**config.mk**
```make
export PLATFORM = sky130hd
export DESIGN_NAME = rdvd_top
export DESIGN_NICKNAME = d
export VERILOG_FILES = /design/src/rdvd_pkg.sv /design/src/rdvd_dest_decode.sv /design/src/rdvd_top.sv
export SDC_FILE = /design/constraint.sdc
export NUM_CORES = 1
export LEC_CHECK = 0
export ABC_AREA = 1
export BUFFER_PORTS_ARGS = -buffer_cell sky130_fd_sc_hd__clkbuf_2
export CAP_MARGIN = 5
export CELL_PAD_IN_SITES_DETAIL_PLACEMENT = 1
export CELL_PAD_IN_SITES_GLOBAL_PLACEMENT = 1
export CORE_UTILIZATION = 30
export DETAILED_ROUTE_END_ITERATION = 16
export GPL_ROUTABILITY_DRIVEN = 0
export HOLD_SLACK_MARGIN = 0.1
export PLACE_DENSITY = 0.85
export SYNTH_ARGS = -nofsm -noshare
export SYNTH_HDL_FRONTEND = slang
export SYNTH_HIERARCHICAL = 1
export SYNTH_SLANG_ARGS = --single-unit
```
**constraint.sdc**
```tcl
create_clock -name mclk -period 1.2 [get_ports mclk]
set_clock_uncertainty 0.05 [all_clocks]
set_input_delay 0.12 -clock mclk [delete_from_list [all_inputs] [get_ports mclk]]
set_output_delay 0.12 -clock mclk [all_outputs]
set_load 0.05 [all_outputs]
```
**src/rdvd_pkg.sv**
```systemverilog
package rdvd_pkg;

  // ==========================================================
  // Entry layout, lower 64 bits
  localparam int unsigned ENTRY_W      = 64;
  localparam int unsigned PRESENT_BIT  = 0;
  localparam int unsigned DEST_HI      = 63;
  localparam int unsigned DEST_LO      = 32;
  localparam int unsigned DEST_UP_HI   = 63;
  localparam int unsigned DEST_UP_LO   = 48;
  localparam int unsigned DEST_MID_HI  = 47;
  localparam int unsigned DEST_MID_LO  = 40;
  localparam int unsigned CLU_HI_HI    = 47;
  localparam int unsigned CLU_HI_LO    = 44;
  localparam int unsigned CLU_LO_HI    = 43;
  localparam int unsigned CLU_LO_LO    = 40;
  localparam int unsigned DEST_BOT_HI  = 39;
  localparam int unsigned DEST_BOT_LO  = 32;
  localparam int unsigned RSV_HI_HI    = 31;
  localparam int unsigned RSV_HI_LO    = 24;
  localparam int unsigned VEC_HI       = 23;
  localparam int unsigned VEC_LO       = 16;
  localparam int unsigned RSV_MID_HI   = 15;
  localparam int unsigned RSV_MID_LO   = 12;
  localparam int unsigned SW_HI        = 11;
  localparam int unsigned SW_LO        = 8;

  // ==========================================================
  // Widths and reset values
  localparam int unsigned DEST_W       = 32;
  localparam int unsigned VEC_W        = 8;
  localparam int unsigned CNT_W        = 8;
  localparam logic [31:0] RST_DEST     = 32'h0000_0000;
  localparam logic [7:0]  RST_VEC      = 8'h00;
  localparam logic [7:0]  RST_CNT      = 8'h00;
  localparam logic [7:0]  CNT_MAX      = 8'hff;

  // ==========================================================
  // Addressing modes
  typedef enum logic [4:0] {
    RDVD_MODE_CLUSTER  = 5'h01,
    RDVD_MODE_FLAT     = 5'h02,
    RDVD_MODE_PHYSICAL = 5'h04,
    RDVD_MODE_EXTENDED = 5'h08,
    RDVD_MODE_ALT      = 5'h10
  } rdvd_mode_t;

  typedef struct packed {
    logic        present;
    logic        rsvd_fault;
    logic        mode_fault;
    logic [31:0] target_cpu_identifier;
    logic [7:0]  vector;
  } rdvd_result_t;

endpackage : rdvd_pkg

```
**src/rdvd_dest_decode.sv**
```systemverilog
`timescale 1ns/1ps

module rdvd_dest_decode (
  input  wire logic [63:0]         entry,
  input  wire rdvd_pkg::rdvd_mode_t mode,
  output logic [31:0]              target_cpu_identifier,
  output logic                     dest_rsvd_bad,
  output logic                     mode_bad
);

  logic [15:0] up_bits;
  logic [7:0]  mid_bits;
  logic [7:0]  bot_bits;

  assign up_bits  = entry[rdvd_pkg::DEST_UP_HI:rdvd_pkg::DEST_UP_LO];
  assign mid_bits = entry[rdvd_pkg::DEST_MID_HI:rdvd_pkg::DEST_MID_LO];
  assign bot_bits = entry[rdvd_pkg::DEST_BOT_HI:rdvd_pkg::DEST_BOT_LO];

  // ==========================================================
  // Layout per addressing mode
  always_comb
  begin
    target_cpu_identifier = rdvd_pkg::RST_DEST;
    dest_rsvd_bad         = 1'b0;
    mode_bad              = 1'b0;
    case (mode)
      rdvd_pkg::RDVD_MODE_CLUSTER:
      begin
        target_cpu_identifier = {24'h00_0000,
          entry[rdvd_pkg::CLU_HI_HI:rdvd_pkg::CLU_HI_LO],
          entry[rdvd_pkg::CLU_LO_HI:rdvd_pkg::CLU_LO_LO]};
        dest_rsvd_bad = (|up_bits) | (|bot_bits);
      end
      rdvd_pkg::RDVD_MODE_FLAT, rdvd_pkg::RDVD_MODE_PHYSICAL:
      begin
        target_cpu_identifier = {24'h00_0000, mid_bits};
        dest_rsvd_bad = (|up_bits) | (|bot_bits);
      end
      rdvd_pkg::RDVD_MODE_EXTENDED:
      begin
        // Whole field is the identifier, nothing reserved
        target_cpu_identifier =
          entry[rdvd_pkg::DEST_HI:rdvd_pkg::DEST_LO];
      end
      rdvd_pkg::RDVD_MODE_ALT:
      begin
        target_cpu_identifier = {16'h0000, mid_bits, bot_bits};
        dest_rsvd_bad = |up_bits;
      end
      default:
      begin
        mode_bad = 1'b1;
      end
    endcase
  end

endmodule // rdvd_dest_decode

```
**src/rdvd_top.sv**
```systemverilog
`timescale 1ns/1ps

module rdvd_top #(
  parameter int unsigned ENTRY_W = rdvd_pkg::ENTRY_W,
  parameter int unsigned CNT_W   = rdvd_pkg::CNT_W
) (
  input  wire logic                  mclk,
  input  wire logic                  reset_n,
  input  wire logic                  clken,
  input  wire logic                  req_valid,
  input  wire logic [ENTRY_W-1:0]    req_entry,
  input  wire rdvd_pkg::rdvd_mode_t  mode_cfg,
  output logic                       rsp_valid,
  output rdvd_pkg::rdvd_result_t     rsp,
  output logic [CNT_W-1:0]           fault_count
);

  logic                   present;
  logic [31:0]            dec_dest;
  logic                   dest_rsvd_bad;
  logic                   mode_bad;
  logic                   low_rsvd_bad;
  logic                   any_fault;
  logic                   take;
  rdvd_pkg::rdvd_result_t rsp_d;
  rdvd_pkg::rdvd_result_t rsp_q;
  logic                   rsp_valid_q;
  logic [CNT_W-1:0]       fault_count_q;

  // ==========================================================
  // Parameter checks
  // Field positions are fixed, and the ceiling is an 8-bit constant
  if (ENTRY_W != rdvd_pkg::ENTRY_W)
  begin : g_bad_entry_w
    $error("ENTRY_W must equal the entry layout width");
  end
  if (CNT_W != rdvd_pkg::CNT_W)
  begin : g_bad_cnt_w
    $error("CNT_W must match the fault count ceiling");
  end

  assign take    = req_valid & clken;
  assign present = req_entry[rdvd_pkg::PRESENT_BIT];

  rdvd_dest_decode u_decode (
    .entry                 (req_entry),
    .mode                  (mode_cfg),
    .target_cpu_identifier (dec_dest),
    .dest_rsvd_bad         (dest_rsvd_bad),
    .mode_bad              (mode_bad)
  );

  // ==========================================================
  // Result formation
  // Reserved checks only count for present entries; software-owned
  // bits 11:8 are never read here.
  assign low_rsvd_bad =
    (|req_entry[rdvd_pkg::RSV_HI_HI:rdvd_pkg::RSV_HI_LO]) |
    (|req_entry[rdvd_pkg::RSV_MID_HI:rdvd_pkg::RSV_MID_LO]);
  assign any_fault = present & (low_rsvd_bad | dest_rsvd_bad | mode_bad);

  always_comb
  begin
    rsp_d                       = '0;
    rsp_d.present               = present;
    if (present)
    begin
      rsp_d.target_cpu_identifier = dec_dest;
      rsp_d.vector =
        req_entry[rdvd_pkg::VEC_HI:rdvd_pkg::VEC_LO];
      rsp_d.rsvd_fault = low_rsvd_bad | dest_rsvd_bad;
      rsp_d.mode_fault = mode_bad;
    end
  end

  // ==========================================================
  // Response registers
  always_ff @(posedge mclk or negedge reset_n)
  begin
    if (!reset_n)
    begin
      rsp_q <= '{present: 1'b0, rsvd_fault: 1'b0, mode_fault: 1'b0,
                 target_cpu_identifier: rdvd_pkg::RST_DEST,
                 vector: rdvd_pkg::RST_VEC};
    end
    else if (take)
    begin
      rsp_q <= rsp_d;
    end
  end

  always_ff @(posedge mclk or negedge reset_n)
  begin
    if (!reset_n)
    begin
      rsp_valid_q <= 1'b0;
    end
    else if (clken)
    begin
      rsp_valid_q <= req_valid;
    end
  end

  // Saturates so software sees "many" instead of a wrapped small count
  always_ff @(posedge mclk or negedge reset_n)
  begin
    if (!reset_n)
    begin
      fault_count_q <= rdvd_pkg::RST_CNT;
    end
    else if (take && any_fault && fault_count_q != rdvd_pkg::CNT_MAX)
    begin
      fault_count_q <= fault_count_q + 8'h01;
    end
  end

  assign rsp_valid   = rsp_valid_q;
  assign rsp         = rsp_q;
  assign fault_count = fault_count_q;

  // ==========================================================
  // Checks
  a_rsp_latency: assert property (
    @(posedge mclk) disable iff (!reset_n)
    take |=> rsp_valid && rsp.present == $past(present))
    else $error("response missing one cycle after request");

  a_absent_quiet: assert property (
    @(posedge mclk) disable iff (!reset_n)
    rsp_valid && !rsp.present |->
      rsp.target_cpu_identifier == 32'h0000_0000 && rsp.vector == 8'h00 &&
      !rsp.rsvd_fault && !rsp.mode_fault)
    else $error("non-present entry produced a destination");

  a_cluster_dest: assert property (
    @(posedge mclk) disable iff (!reset_n)
    take && present && mode_cfg == rdvd_pkg::RDVD_MODE_CLUSTER |=>
      rsp.target_cpu_identifier[7:4] == $past(req_entry[47:44]) &&
      rsp.target_cpu_identifier[3:0] == $past(req_entry[43:40]) &&
      rsp.target_cpu_identifier[31:8] == 24'h00_0000)
    else $error("cluster destination mismatch");

  a_flat_dest: assert property (
    @(posedge mclk) disable iff (!reset_n)
    take && present && mode_cfg == rdvd_pkg::RDVD_MODE_FLAT |=>
      rsp.target_cpu_identifier == {24'h00_0000, $past(req_entry[47:40])})
    else $error("flat destination mismatch");

  a_phys_dest: assert property (
    @(posedge mclk) disable iff (!reset_n)
    take && present && mode_cfg == rdvd_pkg::RDVD_MODE_PHYSICAL |=>
      rsp.target_cpu_identifier == {24'h00_0000, $past(req_entry[47:40])})
    else $error("physical destination mismatch");

  a_ext_dest: assert property (
    @(posedge mclk) disable iff (!reset_n)
    take && present && mode_cfg == rdvd_pkg::RDVD_MODE_EXTENDED |=>
      rsp.target_cpu_identifier == $past(req_entry[63:32]))
    else $error("extended destination mismatch");

  a_alt_dest: assert property (
    @(posedge mclk) disable iff (!reset_n)
    take && present && mode_cfg == rdvd_pkg::RDVD_MODE_ALT |=>
      rsp.target_cpu_identifier ==
        {16'h0000, $past(req_entry[47:40]), $past(req_entry[39:32])})
    else $error("alternate destination mismatch");

  a_dest_rsvd: assert property (
    @(posedge mclk) disable iff (!reset_n)
    take && present &&
      (mode_cfg == rdvd_pkg::RDVD_MODE_CLUSTER ||
       mode_cfg == rdvd_pkg::RDVD_MODE_FLAT ||
       mode_cfg == rdvd_pkg::RDVD_MODE_PHYSICAL) &&
      (req_entry[63:48] != 16'h0000 || req_entry[39:32] != 8'h00) |=>
      rsp.rsvd_fault)
    else $error("reserved destination bits set but no fault");

  a_vector_take: assert property (
    @(posedge mclk) disable iff (!reset_n)
    take && present |=> rsp.vector == $past(req_entry[23:16]))
    else $error("vector mismatch");

  a_rsvd_flag: assert property (
    @(posedge mclk) disable iff (!reset_n)
    take && present && (req_entry[31:24] != 8'h00 ||
      req_entry[15:12] != 4'h0) |=> rsp.rsvd_fault)
    else $error("reserved bits set but no fault");

  a_sw_ignored: assert property (
    @(posedge mclk) disable iff (!reset_n)
    take && present && mode_cfg == rdvd_pkg::RDVD_MODE_EXTENDED &&
      req_entry[31:24] == 8'h00 && req_entry[15:12] == 4'h0 |=>
      !rsp.rsvd_fault && !rsp.mode_fault)
    else $error("software-owned bits affected result");

  a_mode_fault: assert property (
    @(posedge mclk) disable iff (!reset_n)
    take && present && !$onehot(mode_cfg) |=>
      rsp.mode_fault && rsp.target_cpu_identifier == 32'h0000_0000)
    else $error("illegal mode not flagged");

  a_legal_mode: assert property (
    @(posedge mclk) disable iff (!reset_n)
    take && present && $onehot(mode_cfg) |=> !rsp.mode_fault)
    else $error("legal mode flagged as fault");

  // Stalled cycles must leave every output as it was
  a_clken_freeze: assert property (
    @(posedge mclk) disable iff (!reset_n)
    !clken |=> $stable(rsp) && $stable(rsp_valid) && $stable(fault_count))
    else $error("state moved while clock enable low");

  a_rsp_hold: assert property (
    @(posedge mclk) disable iff (!reset_n)
    !take |=> $stable(rsp) && $stable(fault_count))
    else $error("response changed without a request");

  a_fault_step: assert property (
    @(posedge mclk) disable iff (!reset_n)
    take && any_fault && fault_count != rdvd_pkg::CNT_MAX |=>
      fault_count == $past(fault_count) + 8'h01)
    else $error("fault count did not advance");

endmodule // rdvd_top

```
# Yosys cells after proc, flatten, opt, wreduce, memory -nomap -nowiden
# Index checks and enable logic that the tools add are counted.
op_classes:
  n_reduce_logical: 8
  n_addsub: 1
  bitwise: 6
  muxes: 4
  eq_ne: 6
ops:
  columns: ["op", "count"]
  rows:
  - ["32-bit case mux with 3 select lines", 1]
  - ["42-bit two-way mux", 1]
  - ["16-bit OR reduction", 1]
  - ["8-bit OR reduction", 2]
  - ["8-bit by 1-bit adder with 8-bit output (second input constant)", 1]
  - ["8-bit inequality test (second input constant)", 1]
  - ["5-bit by 1-bit == test with 1-bit output (second input constant)", 1]
  - ["5-bit by 2-bit == test with 1-bit output (second input constant)", 1]
  - ["5-bit by 3-bit == test with 1-bit output (second input constant)", 1]
  - ["5-bit by 4-bit == test with 1-bit output (second input constant)", 1]
  - ["5-bit == test (second input constant)", 1]
  - ["5-bit OR reduction", 1]
  - ["1-bit bitwise OR", 4]
  - ["4-bit OR reduction", 1]
  - ["3-bit OR reduction", 1]
  - ["1-bit bitwise AND", 2]
  - ["1-bit logical AND", 2]
  - ["1-bit case mux with 2 select lines", 1]
  - ["1-bit two-way mux", 1]
totals:
  output_inout_bits: 52
  in_bits: 73
  word_cells: 32
  reg_bits: 52

# Longest topological paths before layout
depth:
  ltp_word: 8
  depth_mapped: 16
  ltp_nobuf: 16

# Modules after synthesis
# The synthesis kept the hierarchy.
modules_own_cells:
  columns: ["mod", "seq_area_each_um2", "n_inst", "cells_per_inst", "area_per_inst_um2"]
  rows:
  - ["rdvd_top", 1301.2, 1, 173, 2069.5]
  - ["rdvd_dest_decode", 0.0, 1, 104, 489.2]

# Worst setup path after synthesis
# Ideal clock, no wire load.
synth_path:
  path_kind: "flip-flop to flip-flop"
  from: "register fault_count_q[0] (netlist: fault_count[0])"
  to: "register fault_count_q[6] (netlist: fault_count[6])"
  setup_ns: 0.066
  t_required_ns: 1.084
  period_less_slack_ns: 1.695
  arrival_ns: 1.580
  stages_incl_launch_ff: 8
  path_buffers: 0
  slack_ns: -0.495
  cell_sequence: "dfrtp_1 ha_1 nand2_1 nor2_4 nand3_4 nand2_4 nand2_1 nand2_1"
synth_between:
  elab_chain_len: 2
  elab_cells_between_ends: 3
  cone_classes: "1 x add/sub; 1 x eq/ne; 1 x reduce/logical"
synth_lines:
  columns: ["item", "line", "rtl"]
  rows:
  - ["start, declared", "rdvd_top.sv:28", "logic [CNT_W-1:0] fault_count_q;"]
  - ["start signal, assigned", "rdvd_top.sv:109", "fault_count_q <= rdvd_pkg::RST_CNT;"]
  - ["start signal, assigned", "rdvd_top.sv:113", "fault_count_q <= fault_count_q + 8'h01;"]
  - ["parallel branches: the longest is 2 deep, another holds 8-bit by 1-bit adder with 8-bit output", null, null]
# Several ways; the timed one is not identified.
# A chain may end at the register's enable or synchronous reset.

# Worst setup path after layout
layout_path:
  from: "register fault_count_q[1] (netlist: fault_count[1])"
  to: "register fault_count_q[6] (netlist: fault_count[6])"
# The elaborated chain is that of the path after synthesis.

==> out/metrics.cfg <==
[floorplan]
die_w_um = 94.4
rows = 33
core_um2 = 8220
die_area_um2 = 8900
die_h_um = 94.4
ios = 125
initial_utilization_pct = 31.1

[clocking]
clock_path_buffers = 2
cts_tree = yes
numCtsBuffers = 5
clk-insertion-delay-late_ps = 310
cts.htree.levels = 2
cts-root-buf = clkbuf_8
clkTransAtPathRegs_ps = 110
cts_sinks = 52

[logic_synthesis]
synth_edf_count = 0
syn_avg_cell_area_um2 = 9.24
yosysMostFrequentCell = dfrtp_1
yosysTopAreaCell = dfrtp_1
yosys_most_used_dff = dfrtp_1
ys_warn_count = 6
yosys-top-cells-area = dfrtp_1, a22o_1, nand2_1
synth_nets = 351
netlist_instances = 277
netlist_area_um2 = 2560
synth_seq_area_share_pct = 50.9
synth.distinct_cells = 23
yosysTopAreaCellShare_pct = 50.9
ys_seq_elements = 52
asyncSetResetFlopFracSynth_pct = 100
synth_common_cells = dfrtp_1, nand2_1, a22o_1

[critical_path]
crit_type = register to register
cp.arrival_ps = 1560
worstSetupStartpointType = register
r2r_start = fault_count[1]
endpoint_kind = register
cp.required_ps = 1400
cp_max_fo = 4
ff2ff_path_depth = 6
reg2reg_slack_ps = -150
crit_start = fault_count[1]
crit_path_end = fault_count[6]
worst_r2r_endpoint = fault_count[6]

[power]
switchingPower_mw = 1.65
power_frac_seq_pct = 45.0
internal_power_mw = 2.86
swShare_pct = 36.6
total_power_mw = 4.50
vdd_drop_max_v = 0.000382
p_leak_nw = 2.12
p_comb_share_pct = 32.0
power.density_nw_per_um2 = 1190
p_clk_share_pct = 23.1

[outcome]
violations = setup timing
status = complete, but fails checks

[detailed_routing]
wl_per_cell_um = 14.2
avgViaCountPerCell = 4.64
drt_wl_total_um = 7630
first_pass_iters = 4
dr.first_iter.drc_count = 23
route.detailed.drc = 0
postRouteAntennaNets = 0
vias = 2501

[hold_path]
hp-class = input pin to register
hold_depth = 4

[layout]
nets = 507
final_layout_size_suffix_gt1_share_pct = 43.5
antenna_cells = 0
area_delta_synth_final_pct = 48.0
final.fill_count = 997

[sta]
period_needed_ps = 1350
period_share_pct = 113
max_slew_margin_pct = 79.9
fmax_mhz = 740
rsz0062_at_grt = true
setup_slack_ps = -152
fin_tns_setup_ps = -746
worst_slew_pin_slew_ps = 302
setup_viol = 9
finalHoldViolCount = 0
slew_viol_final = 0

[global_routing]
grt_pass1_wl_um = 12200
overflow = 0
grt_pass1_vias = 2645
antenna_found_initial = 0
grt_max_degree = 53
grtUsageTotal_pct = 17.8

[place]
dp_hpwl_um = 5720
io_buffers = 113

[flow_run]
drv_cap = 0

==> state kept, by name (all words and copies together), names as in the netlist <==
name	count
rsp	43
fault_count	8
rsp_valid	1
==> through the flow <==
| step | std cells | cell area (µm²) | setup slack, ps | utilization, % | hold WS, ps |
|---|---|---|---|---|---|
| floorplan | 277 | 2590 | -201 | - | -226 |
| global placement | 516 | 3470 | -349 | 42.3 | 82.7 |
| detailed placement | 516 | 3470 | -387 | 42.3 | 94.0 |
| CTS | 537 | 3760 | -87.6 | 45.8 | 117 |
| global route | 539 | 3790 | -213 | 46.1 | 140 |
| finish | 539 | 3790 | -152 | 46.1 | 128 |
==> placed cells by master (no fill, tap or decap), types with 3 or more instances in the layout <==
cell / instances
dlygate4sd3_1: 11
a22o_1: 40
xor2_1: 5
dfrtp_2: 8
nor2_2: 9
nand2_1: 46
dfrtp_1: 44
nand2_4: 4
buf_4: 30
clkbuf_2: 104
nor2_4: 4
clkbuf_8: 7
nand2_2: 4
clkbuf_4: 3
o21ai_0: 10
nand3_1: 13
inv_1: 35
nor2_1: 37
==> repair_timing <==
item / in CTS / in global routing
pin swaps: 0 / 1
hold endpoints to repair: 62 / 0
hold buffers: 11 / 0
gates cloned: 1 / 0
buffers inserted: 1 / 2
resized for setup: 16 / 7
endpoints found under the setup margin: 14 / 16
==> how the worst min path moves through the flow <==
stage	start	to	slack (ps)
3_3_place_gp	reset_n	rsp[16]	80
6_report	req_entry[55]	rsp[31]	130
2_1_floorplan	reset_n	fault_count[0]	-230
3_5_place_dp	reset_n	rsp[19]	90
4_1_cts	req_entry[55]	rsp[31]	120
5_1_grt	req_entry[48]	rsp[24]	140
==> layout make-up <==
class,count,area (µm²),share of cell area (%)
clock buffers,5,68.8,1.82
clock inverters,3,22.5,0.595
inverters,36,140,3.70
multi-input cells,181,1100,29.2
flip-flops and latches,52,1310,34.6
well taps,105,131,3.47
repair buffers,157,1010,26.6
==> worst max-delay path, cell delays in order, from the launching register on <==
cell and delay [ps]:
dfrtp_2 430, ha_4 160, nand2_4 60, nor2_4 150, xor2_1 220, nand3_1 130
nand2_1 90
==> routing by layer <==
| layer | vias to the layer above | share of wire, % | wire length [µm] | GRT usage, % |
|---|---|---|---|---|
| met5 | - | 0 | 0 | 0 |
| met3 | 11 | 4.0 | 305 | 3.06 |
| met1 | 1204 | 41 | 3140 | 20.4 |
| met4 | 0 | 1.4 | 107 | 4.10 |
| li1 | 1220 | - | - | - |
| met2 | 66 | 53 | 4080 | 33.9 |
==> kinds of logic (layout without fill, tap and decap cells) <==
| logic type | Yosys count | count (layout) | synth area share (%) |
|---|---|---|---|
| AND/OR/NAND/NOR | 122 | 123 | 23.4 |
| flip-flops | 52 | 52 | 50.9 |
| AO/OA/AOI/OAI | 51 | 51 | 15.8 |
| buffers and inverters | 45 | 201 | 7.33 |
| XOR/XNOR | 6 | 6 | 2.05 |
| adder cells (fa/ha/maj) | 1 | 1 | 0.489 |
==> power groups by stage <==
stage / clock network [mW] / logic, mW / registers (mW)
after CTS: 1.09 / 1.44 / 2.03
final: 1.04 / 1.44 / 2.03
after detailed placement: 0 / 1.30 / 2.06
after floorplan: 0 / 0.349 / 2.50
after global placement: 0 / 1.25 / 2.05
after global routing: 1.13 / 1.55 / 2.05
No activity file was read; power rests on OpenSTA's default activity.
